## src/hw/srf_params.svh

```systemverilog
// Constants for the supply rejection feedback register bank
`ifndef SRF_PARAMS_SVH
`define SRF_PARAMS_SVH

// ****************************************************************
// Register offsets
// ****************************************************************
`define SRF_OFS_CONFIG     8'h34
`define SRF_OFS_COEFF_HIGH 8'h35
`define SRF_OFS_COEFF_MID  8'h36
`define SRF_OFS_COEFF_LOW  8'h37
`define SRF_OFS_READ_HIGH  8'h3B
`define SRF_OFS_READ_MID   8'h3C
`define SRF_OFS_READ_LOW   8'h3D

// ****************************************************************
// Configuration byte fields
// ****************************************************************
`define SRF_CFG_ENABLE_BIT 7
`define SRF_CFG_RESET_BIT  6
`define SRF_CFG_FBEN_BIT   5
`define SRF_CFG_DIV_MSB    2
`define SRF_CFG_DIV_LSB    0
`define SRF_CFG_WMASK      8'hE7

// ****************************************************************
// Coefficient high byte fields
// ****************************************************************
`define SRF_EXP_MSB        6
`define SRF_EXP_LSB        4
`define SRF_MANT_HI_MSB    2
`define SRF_MANT_HI_LSB    0

// ****************************************************************
// Reset values
// ****************************************************************
`define SRF_CONFIG_RST     8'h00
`define SRF_EXP_RST        3'h2
`define SRF_MANT_RST       19'h2_5868
`define SRF_READING_RST    24'h00_0000
`define SRF_BYTE_ZERO      8'h00

// ****************************************************************
// Arithmetic and divider
// ****************************************************************
`define SRF_MANT_FRAC      18
`define SRF_DIV_OFF        3'h0
`define SRF_DIV_MAXCODE    3'h6
`define SRF_DIV_BASE_HALF  10'h010
`define SRF_DIV_CODE32     3'h1
`define SRF_RUN_MAX        5'h1F
`define SRF_DIV32_RUN      5'h11

`endif

```

## src/hw/srf_pkg.sv

```systemverilog
// Types shared by the supply rejection feedback blocks
package srf_pkg;
  typedef logic [23:0] srf_reading_t;
  typedef logic [18:0] srf_mant_t;
  typedef logic [2:0]  srf_exp_t;
  typedef logic [2:0]  srf_div_t;
  typedef logic [7:0]  srf_byte_t;
endpackage : srf_pkg

```

## src/hw/srf_sync_div.sv

```systemverilog
// Crystal clock divider for the supply sync clock
`timescale 1ns/1ns
`include "srf_params.svh"

module srf_sync_div (
  // Clock and reset
  input  wire logic             clk,
  input  wire logic             srst,
  // Divider code
  input  wire srf_pkg::srf_div_t div_code,
  // Divided outputs
  output logic                  sync_clock,
  output logic                  sync_tick
);

  logic [9:0]        cnt_reg;
  logic [9:0]        cnt_next;
  logic              clk_reg;
  logic              clk_next;
  logic              tick_reg;
  logic              tick_next;
  srf_pkg::srf_div_t code_reg;
  logic [9:0]        half_period;

  // Half period 16 << (code-1): divide by 32 .. 1024
  function automatic logic [9:0] half_of(input srf_pkg::srf_div_t code);
    half_of = `SRF_DIV_BASE_HALF << (code - 3'h1);
  endfunction : half_of

  assign half_period = half_of(div_code);

  always_comb begin
    cnt_next  = cnt_reg;
    clk_next  = clk_reg;
    tick_next = 1'b0;
    if (div_code == `SRF_DIV_OFF || div_code > `SRF_DIV_MAXCODE ||
        div_code != code_reg) begin
      cnt_next = '0;
      clk_next = 1'b0;
    end else if (cnt_reg == half_period - 10'h001) begin
      cnt_next  = '0;
      clk_next  = ~clk_reg;
      tick_next = 1'b1;
    end else begin
      cnt_next = cnt_reg + 10'h001;
    end
  end

  always_ff @(posedge clk) begin
    if (srst) begin
      cnt_reg  <= '0;
      clk_reg  <= 1'b0;
      tick_reg <= 1'b0;
      code_reg <= `SRF_DIV_OFF;
    end else begin
      cnt_reg  <= cnt_next;
      clk_reg  <= clk_next;
      tick_reg <= tick_next;
      code_reg <= div_code;
    end
  end

  assign sync_clock = clk_reg;
  assign sync_tick  = tick_reg;

endmodule : srf_sync_div

```

## src/hw/srf_scaler.sv

```systemverilog
// Coefficient scaler for the measured supply value
`timescale 1ns/1ns
`include "srf_params.svh"

module srf_scaler (
  // Clock and reset
  input  wire logic                 clk,
  input  wire logic                 srst,
  // Raw measurement and coefficient
  input  wire logic                 in_valid,
  input  wire srf_pkg::srf_reading_t in_data,
  input  wire srf_pkg::srf_mant_t   mant,
  input  wire srf_pkg::srf_exp_t    expo,
  // Scaled result, signed 2.22
  output logic                      out_valid,
  output srf_pkg::srf_reading_t     out_data
);

  logic signed [42:0]    prod;
  logic signed [50:0]    shifted;
  logic                  valid_reg;
  logic                  valid_next;
  srf_pkg::srf_reading_t data_reg;
  srf_pkg::srf_reading_t data_next;

  // Clamp to the signed 24-bit range
  function automatic srf_pkg::srf_reading_t sat24(input logic signed [32:0] v);
    if (v > 33'sh0_007F_FFFF)
      sat24 = 24'h7F_FFFF;
    else if (v < -33'sh0_0080_0000)
      sat24 = 24'h80_0000;
    else
      sat24 = v[23:0];
  endfunction : sat24

  // 2.22 times 1.18 gives 40 fraction bits; drop 18 to stay 2.22
  assign prod    = $signed(in_data) * $signed(mant);
  assign shifted = $signed({{8{prod[42]}}, prod}) <<< expo;

  always_comb begin
    valid_next = in_valid;
    data_next  = data_reg;
    if (in_valid) begin
      data_next = sat24(shifted[50:`SRF_MANT_FRAC]);
    end
  end

  always_ff @(posedge clk) begin
    if (srst) begin
      valid_reg <= 1'b0;
      data_reg  <= `SRF_READING_RST;
    end else begin
      valid_reg <= valid_next;
      data_reg  <= data_next;
    end
  end

  assign out_valid = valid_reg;
  assign out_data  = data_reg;

endmodule : srf_scaler

```

## src/hw/srf_regs.sv

```systemverilog
// Supply rejection feedback register bank, top level
// Overview of operation
// - Enable bit drives the enable pin level and turns on internal rejection; default 0.
// - Reset bit at 0, the default, holds the external reset pin low.
// - Feedback enable bit gates internal feedback logic; default off.
// - Divider code: 000 off, 001..110 divide crystal clock by 32..1024.
// - Coefficient is mantissa times two to the exponent; exponent default 010.
// - Mantissa is 19-bit signed 1.18, default 25868h.
// - Supply reading is 24-bit signed 2.22.
// - Reading register is read-only, resets to zero, tracks measured supply.
// - Calibrated quiet DC supply reads 1.0, that is 400000h.
// - Configuration byte at 34h: enable, reset, feedback, reserved, divider.
`timescale 1ns/1ns
`include "srf_params.svh"

module srf_regs (
  // Clock and reset
  input  wire logic                  clk,
  input  wire logic                  srst,
  // Control port byte access
  input  wire logic [7:0]            reg_addr,
  input  wire logic [7:0]            reg_wdata,
  input  wire logic                  reg_wr,
  input  wire logic                  reg_rd,
  output logic [7:0]                 reg_rdata,
  output logic                       reg_rd_valid,
  // Measurement from the external feedback circuit
  input  wire logic                  meas_valid,
  input  wire srf_pkg::srf_reading_t meas_data,
  // Pins to the external rejection circuitry
  output logic                       supply_reject_enable,
  output logic                       supply_reject_reset_n,
  output logic                       supply_sync_clock,
  // Internal feedback path
  output logic                       feedback_active,
  output logic                       feedback_valid,
  output srf_pkg::srf_reading_t      feedback_value
);

  // ****************************************************************
  // State
  // ****************************************************************
  srf_pkg::srf_byte_t    cfg_reg;
  srf_pkg::srf_byte_t    cfg_next;
  srf_pkg::srf_exp_t     exp_reg;
  srf_pkg::srf_exp_t     exp_next;
  srf_pkg::srf_mant_t    mant_reg;
  srf_pkg::srf_mant_t    mant_next;
  srf_pkg::srf_reading_t reading_reg;
  srf_pkg::srf_reading_t reading_next;
  srf_pkg::srf_byte_t    rdata_reg;
  srf_pkg::srf_byte_t    rdata_next;
  logic                  rvalid_reg;
  logic                  rvalid_next;
  logic                  active_reg;
  logic                  active_next;
  logic                  fb_valid_reg;
  logic                  fb_valid_next;
  srf_pkg::srf_reading_t fb_value_reg;
  srf_pkg::srf_reading_t fb_value_next;

  logic                  sc_valid;
  srf_pkg::srf_reading_t sc_data;
  srf_pkg::srf_div_t     div_code;
  logic                  rej_en;
  logic                  fb_en;

  // Write strobe for one register offset
  function automatic logic wr_hit(input logic wr, input logic [7:0] addr,
                                  input logic [7:0] ofs);
    wr_hit = wr && (addr == ofs);
  endfunction : wr_hit

  assign rej_en   = cfg_reg[`SRF_CFG_ENABLE_BIT];
  assign fb_en    = cfg_reg[`SRF_CFG_FBEN_BIT];
  assign div_code = cfg_reg[`SRF_CFG_DIV_MSB:`SRF_CFG_DIV_LSB];

  // ****************************************************************
  // Register writes
  // ****************************************************************
  always_comb begin
    cfg_next  = cfg_reg;
    exp_next  = exp_reg;
    mant_next = mant_reg;
    if (wr_hit(reg_wr, reg_addr, `SRF_OFS_CONFIG)) begin
      cfg_next = reg_wdata & `SRF_CFG_WMASK;
    end
    if (wr_hit(reg_wr, reg_addr, `SRF_OFS_COEFF_HIGH)) begin
      exp_next         = reg_wdata[`SRF_EXP_MSB:`SRF_EXP_LSB];
      mant_next[18:16] = reg_wdata[`SRF_MANT_HI_MSB:`SRF_MANT_HI_LSB];
    end
    if (wr_hit(reg_wr, reg_addr, `SRF_OFS_COEFF_MID)) begin
      mant_next[15:8] = reg_wdata;
    end
    if (wr_hit(reg_wr, reg_addr, `SRF_OFS_COEFF_LOW)) begin
      mant_next[7:0] = reg_wdata;
    end
  end

  always_ff @(posedge clk) begin
    if (srst) begin
      cfg_reg  <= `SRF_CONFIG_RST;
      exp_reg  <= `SRF_EXP_RST;
      mant_reg <= `SRF_MANT_RST;
    end else begin
      cfg_reg  <= cfg_next;
      exp_reg  <= exp_next;
      mant_reg <= mant_next;
    end
  end

  // ****************************************************************
  // Measured supply value
  // ****************************************************************
  srf_scaler u_scaler (
    .clk       (clk),
    .srst      (srst),
    .in_valid  (meas_valid),
    .in_data   (meas_data),
    .mant      (mant_reg),
    .expo      (exp_reg),
    .out_valid (sc_valid),
    .out_data  (sc_data)
  );

  // Writes to the reading offsets are ignored
  always_comb begin
    reading_next = reading_reg;
    if (sc_valid) begin
      reading_next = sc_data;
    end
  end

  always_ff @(posedge clk) begin
    if (srst) begin
      reading_reg <= `SRF_READING_RST;
    end else begin
      reading_reg <= reading_next;
    end
  end

  // ****************************************************************
  // Feedback gating and pins
  // ****************************************************************
  always_comb begin
    active_next   = rej_en && fb_en;
    fb_valid_next = 1'b0;
    fb_value_next = fb_value_reg;
    if (!active_next) begin
      fb_value_next = `SRF_READING_RST;
    end else if (sc_valid) begin
      fb_valid_next = 1'b1;
      fb_value_next = sc_data;
    end
  end

  always_ff @(posedge clk) begin
    if (srst) begin
      active_reg   <= 1'b0;
      fb_valid_reg <= 1'b0;
      fb_value_reg <= `SRF_READING_RST;
    end else begin
      active_reg   <= active_next;
      fb_valid_reg <= fb_valid_next;
      fb_value_reg <= fb_value_next;
    end
  end

  // Pin levels follow the configuration flops directly
  assign supply_reject_enable  = cfg_reg[`SRF_CFG_ENABLE_BIT];
  assign supply_reject_reset_n = cfg_reg[`SRF_CFG_RESET_BIT];
  assign feedback_active       = active_reg;
  assign feedback_valid        = fb_valid_reg;
  assign feedback_value        = fb_value_reg;

  srf_sync_div u_sync_div (
    .clk        (clk),
    .srst       (srst),
    .div_code   (div_code),
    .sync_clock (supply_sync_clock),
    .sync_tick  ()
  );

  // ****************************************************************
  // Register reads
  // ****************************************************************
  always_comb begin
    rvalid_next = reg_rd;
    rdata_next  = rdata_reg;
    if (reg_rd) begin
      case (reg_addr)
        `SRF_OFS_CONFIG:     rdata_next = cfg_reg;
        `SRF_OFS_COEFF_HIGH: rdata_next = {1'b0, exp_reg, 1'b0, mant_reg[18:16]};
        `SRF_OFS_COEFF_MID:  rdata_next = mant_reg[15:8];
        `SRF_OFS_COEFF_LOW:  rdata_next = mant_reg[7:0];
        `SRF_OFS_READ_HIGH:  rdata_next = reading_reg[23:16];
        `SRF_OFS_READ_MID:   rdata_next = reading_reg[15:8];
        `SRF_OFS_READ_LOW:   rdata_next = reading_reg[7:0];
        default:             rdata_next = `SRF_BYTE_ZERO;
      endcase
    end
  end

  always_ff @(posedge clk) begin
    if (srst) begin
      rdata_reg  <= `SRF_BYTE_ZERO;
      rvalid_reg <= 1'b0;
    end else begin
      rdata_reg  <= rdata_next;
      rvalid_reg <= rvalid_next;
    end
  end

  assign reg_rdata    = rdata_reg;
  assign reg_rd_valid = rvalid_reg;

  // ****************************************************************
  // Assertion helpers
  // ****************************************************************
  // Cycles the divide-by-32 code has stood, saturating
  logic [4:0]            div32_run_reg;
  logic [4:0]            div32_run_next;

  always_comb begin
    div32_run_next = '0;
    if (div_code == `SRF_DIV_CODE32) begin
      div32_run_next = div32_run_reg;
      if (div32_run_reg != `SRF_RUN_MAX) begin
        div32_run_next = div32_run_reg + 5'h01;
      end
    end
  end

  always_ff @(posedge clk) begin
    if (srst) begin
      div32_run_reg <= '0;
    end else begin
      div32_run_reg <= div32_run_next;
    end
  end
endmodule : srf_regs

```

## config.mk

```make
export PLATFORM = sky130hd
export DESIGN_NAME = srf_regs
export DESIGN_NICKNAME = d
export VERILOG_FILES = /design/src/hw/srf_pkg.sv /design/src/hw/srf_sync_div.sv /design/src/hw/srf_scaler.sv /design/src/hw/srf_regs.sv
export VERILOG_INCLUDE_DIRS = /design/src /design/src/hw
export SDC_FILE = /design/constraint.sdc
export NUM_CORES = 2
export LEC_CHECK = 0
export ABC_CLOCK_PERIOD_IN_PS = 11570
export BUFFER_PORTS_ARGS = -buffer_cell sky130_fd_sc_hd__buf_2
export CAP_MARGIN = 20
export CORE_UTILIZATION = 25
export CTS_CLUSTER_DIAMETER = 80
export CTS_CLUSTER_SIZE = 16
export DETAILED_ROUTE_END_ITERATION = 8
export PLACE_DENSITY = 0.48
export SETUP_SLACK_MARGIN = 0.05
export SKIP_CTS_REPAIR_TIMING = 1
export SLEW_MARGIN = 10
export SYNTH_ARGS = -nofsm -noshare
export SYNTH_HDL_FRONTEND = slang
export SYNTH_HIERARCHICAL = 1
export SYNTH_SLANG_ARGS = --single-unit
export TNS_END_PERCENT = 100
```

## constraint.sdc

```tcl
create_clock -name clk -period 11.57 [get_ports clk]
set_clock_uncertainty 0.05 [all_clocks]
set_input_delay 1.7355 -clock clk [delete_from_list [all_inputs] [get_ports clk]]
set_output_delay 1.7355 -clock clk [all_outputs]
set_load 0.01 [all_outputs]
```

==> impl_metrics.json <==
{
  "setup_ws_ns": 1.704,
  "syn_to_final_growth_pct": 9.152,
  "remaining_drc_errors": 0,
  "clk_latency_ns": 0.42,
  "finalInstanceArea_um2": 25860,
  "drv_slew": 0,
  "cp-start-kind": "primary input",
  "reg2regPathDepth": 25,
  "coreArea_um2": 93610,
  "place_area_um2": 25230,
  "grt.total_usage_pct": 14.42,
  "syn_area_um2": 23690,
  "critical_path_arrival_ns": 10.09,
  "crit_type": "in -> reg",
  "use_met2_pct": 26.05,
  "gr-total-overflow": 0,
  "dp_hpwl_mm": 52.72,
  "std_cell_rows": 112,
  "antenna_found_initial": 0,
  "slew-limit-headroom_pct": 33.84,
  "die_h_um": 309.9,
  "hold_path.startpoint": "reg_rdata[1]",
  "outcome": "finished clean",
  "path_max_fanout": 22,
  "vias": 17884,
  "rsz0062_at_grt": "false",
  "grt_pass1_wl_mm": 110.0,
  "pre_cts_ws_ns": 1.283,
  "tightest_slew_ns": 0.9880,
  "vias_per_cell": 4.558,
  "clock_sinks": 126,
  "fmax_ghz": 0.1014,
  "drt_iter0_markers": 1045,
  "report.final.hold_viol_count": 0,
  "final.min_clock_period_ns": 9.866,
  "holdPathStages": 2,
  "drive_gt1_share_pct": 6.891,
  "synth_fp_nets": 3312,
  "rrSetupSlack_ns": 2.37,
  "nets": 3276,
  "path_clk_slew_ns": 0.06,
  "cts_made_buffers": 17,
  "die_area_um2": 96010,
  "ant_nets": 0,
  "die_w_um": 309.9,
  "routed_wl_mm": 65.95,
  "tritoncts": "yes",
  "timing.final.crit_share_pct": 85.27,
  "grt_use_met3_pct": 0.9222,
  "htreeDepth": 4,
  "r2r-start": "mant_reg[6]",
  "cts_root_buf": "clkbuf_16",
  "hold_class": "reg -> reg",
  "rr_endpoint": "u_scaler/out_data[7]",
  "routabilityCongestion": 0.8864,
  "fin_setup_tns_ns": 0,
  "avgSynthCellArea_um2": 8.798,
  "portBuffers": 82,
  "firstDrtPassIters": 5,
  "start_util_pct": 25.31,
  "n_fill_cell": 10229,
  "cp_data_required_time_ns": 11.79,
  "grt_pass1_vias": 19462,
  "stdcell_count": 3924,
  "ioPinCount": 83,
  "grt_max_degree": 80,
  "cap_viol_max_count": 0,
  "dp_cells": 3891,
  "setup_viol": 0,
  "clk_path_buf_depth": 2,
  "wl_per_cell_um": 16.81,
  "yosys_warnings": 6,
  "hold_path_end": "reg_rdata[1]",
  "syn_inst": 2693,
  "end_kind": "register",
  "diodes": 0,
  "busiest_layer": "met2",
  "met1_usage_pct": 19.11
}
[per-layer routing]
layer | share of wire (%) | wire, um | vias to the layer above
met5 | 0 | 0 | -
met4 | 1.2 | 789 | 0
met3 | 1.8 | 1184 | 55
met2 | 52 | 34060 | 218
met1 | 45 | 29920 | 9190
li1 | - | - | 8421
[layout make-up]
type	count	area (um2)	share of cell area (%)
Timing Repair Buffer	111	638.1	2.467
Tap cell	1254	1569	6.067
Clock inverter	13	177.7	0.6870
Clock buffer	19	442.9	1.713
Inverter	453	1700	6.575
Sequential cell	126	2525	9.763
Multi-Input combinational cell	1948	18810	72.73
[layout by cell type, fill, tap and decap left out, types with 6 or more instances in the layout]
cell type	count
a211o_1	17
mux2_2	13
nand2_1	379
a21o_1	8
or3_1	15
a22oi_1	6
nand4_1	31
xnor2_1	34
nor2b_1	7
dfxtp_1	124
nor2_1	140
clkbuf_16	17
a31oi_1	8
and2_1	213
o32ai_1	27
a21oi_1	106
buf_2	81
fa_1	453
nand2b_1	19
a211oi_1	15
o21ai_0	29
mux4_2	9
mux2i_1	60
o21a_1	8
and3_1	13
o211ai_1	15
xor2_1	23
o21ai_1	10
inv_1	450
nand3_1	15
buf_4	29
nor4_1	7
and4_1	7
nand3b_1	16
nor3_1	23
o31ai_1	9
ha_1	121
[worst max-delay path by stage]
stage                     slack [ns]           from               endpoint
after floorplan                 2.08  meas_data[23]  u_scaler/out_data[11]
after global placement          1.44  meas_data[23]   u_scaler/out_data[2]
after detailed placement        1.28  meas_data[23]   u_scaler/out_data[7]
after CTS                       1.72  meas_data[23]   u_scaler/out_data[7]
after global routing            1.05  meas_data[23]   u_scaler/out_data[4]
final                           1.70  meas_data[23]   u_scaler/out_data[7]
[through the flow]
step	util, %	hold WS, ns
2_1_floorplan	-	0.3909
3_3_place_gp	26.95	0.3988
3_5_place_dp	26.95	0.4057
4_1_cts	27.61	0.4157
5_1_grt	27.63	0.4343
6_report	27.63	0.4134
[worst max-delay path: stages]
cell       delay [ns]
buf_2            0.21
nand2_1          0.14
inv_1            0.09
fa_1             0.58
inv_1            0.13
fa_1             0.52
inv_1            0.07
fa_1             0.82
inv_1            0.27
fa_1             0.53
fa_1             0.50
fa_1             0.49
inv_1            0.04
ha_1             0.28
ha_1             0.50
nand2_1          0.21
nor4_1           0.59
nand2_1          0.14
and3_1           0.21
a21boi_0         0.13
xnor2_1          0.17
mux2_2           0.31
a2111oi_0        0.54
a41oi_1          0.25
o21ai_1          0.18
buf_4            0.29
o32ai_1          0.13
Power is not shown: default switching activity piles up to over one toggle a cycle in this logic, so the estimate is an artifact.
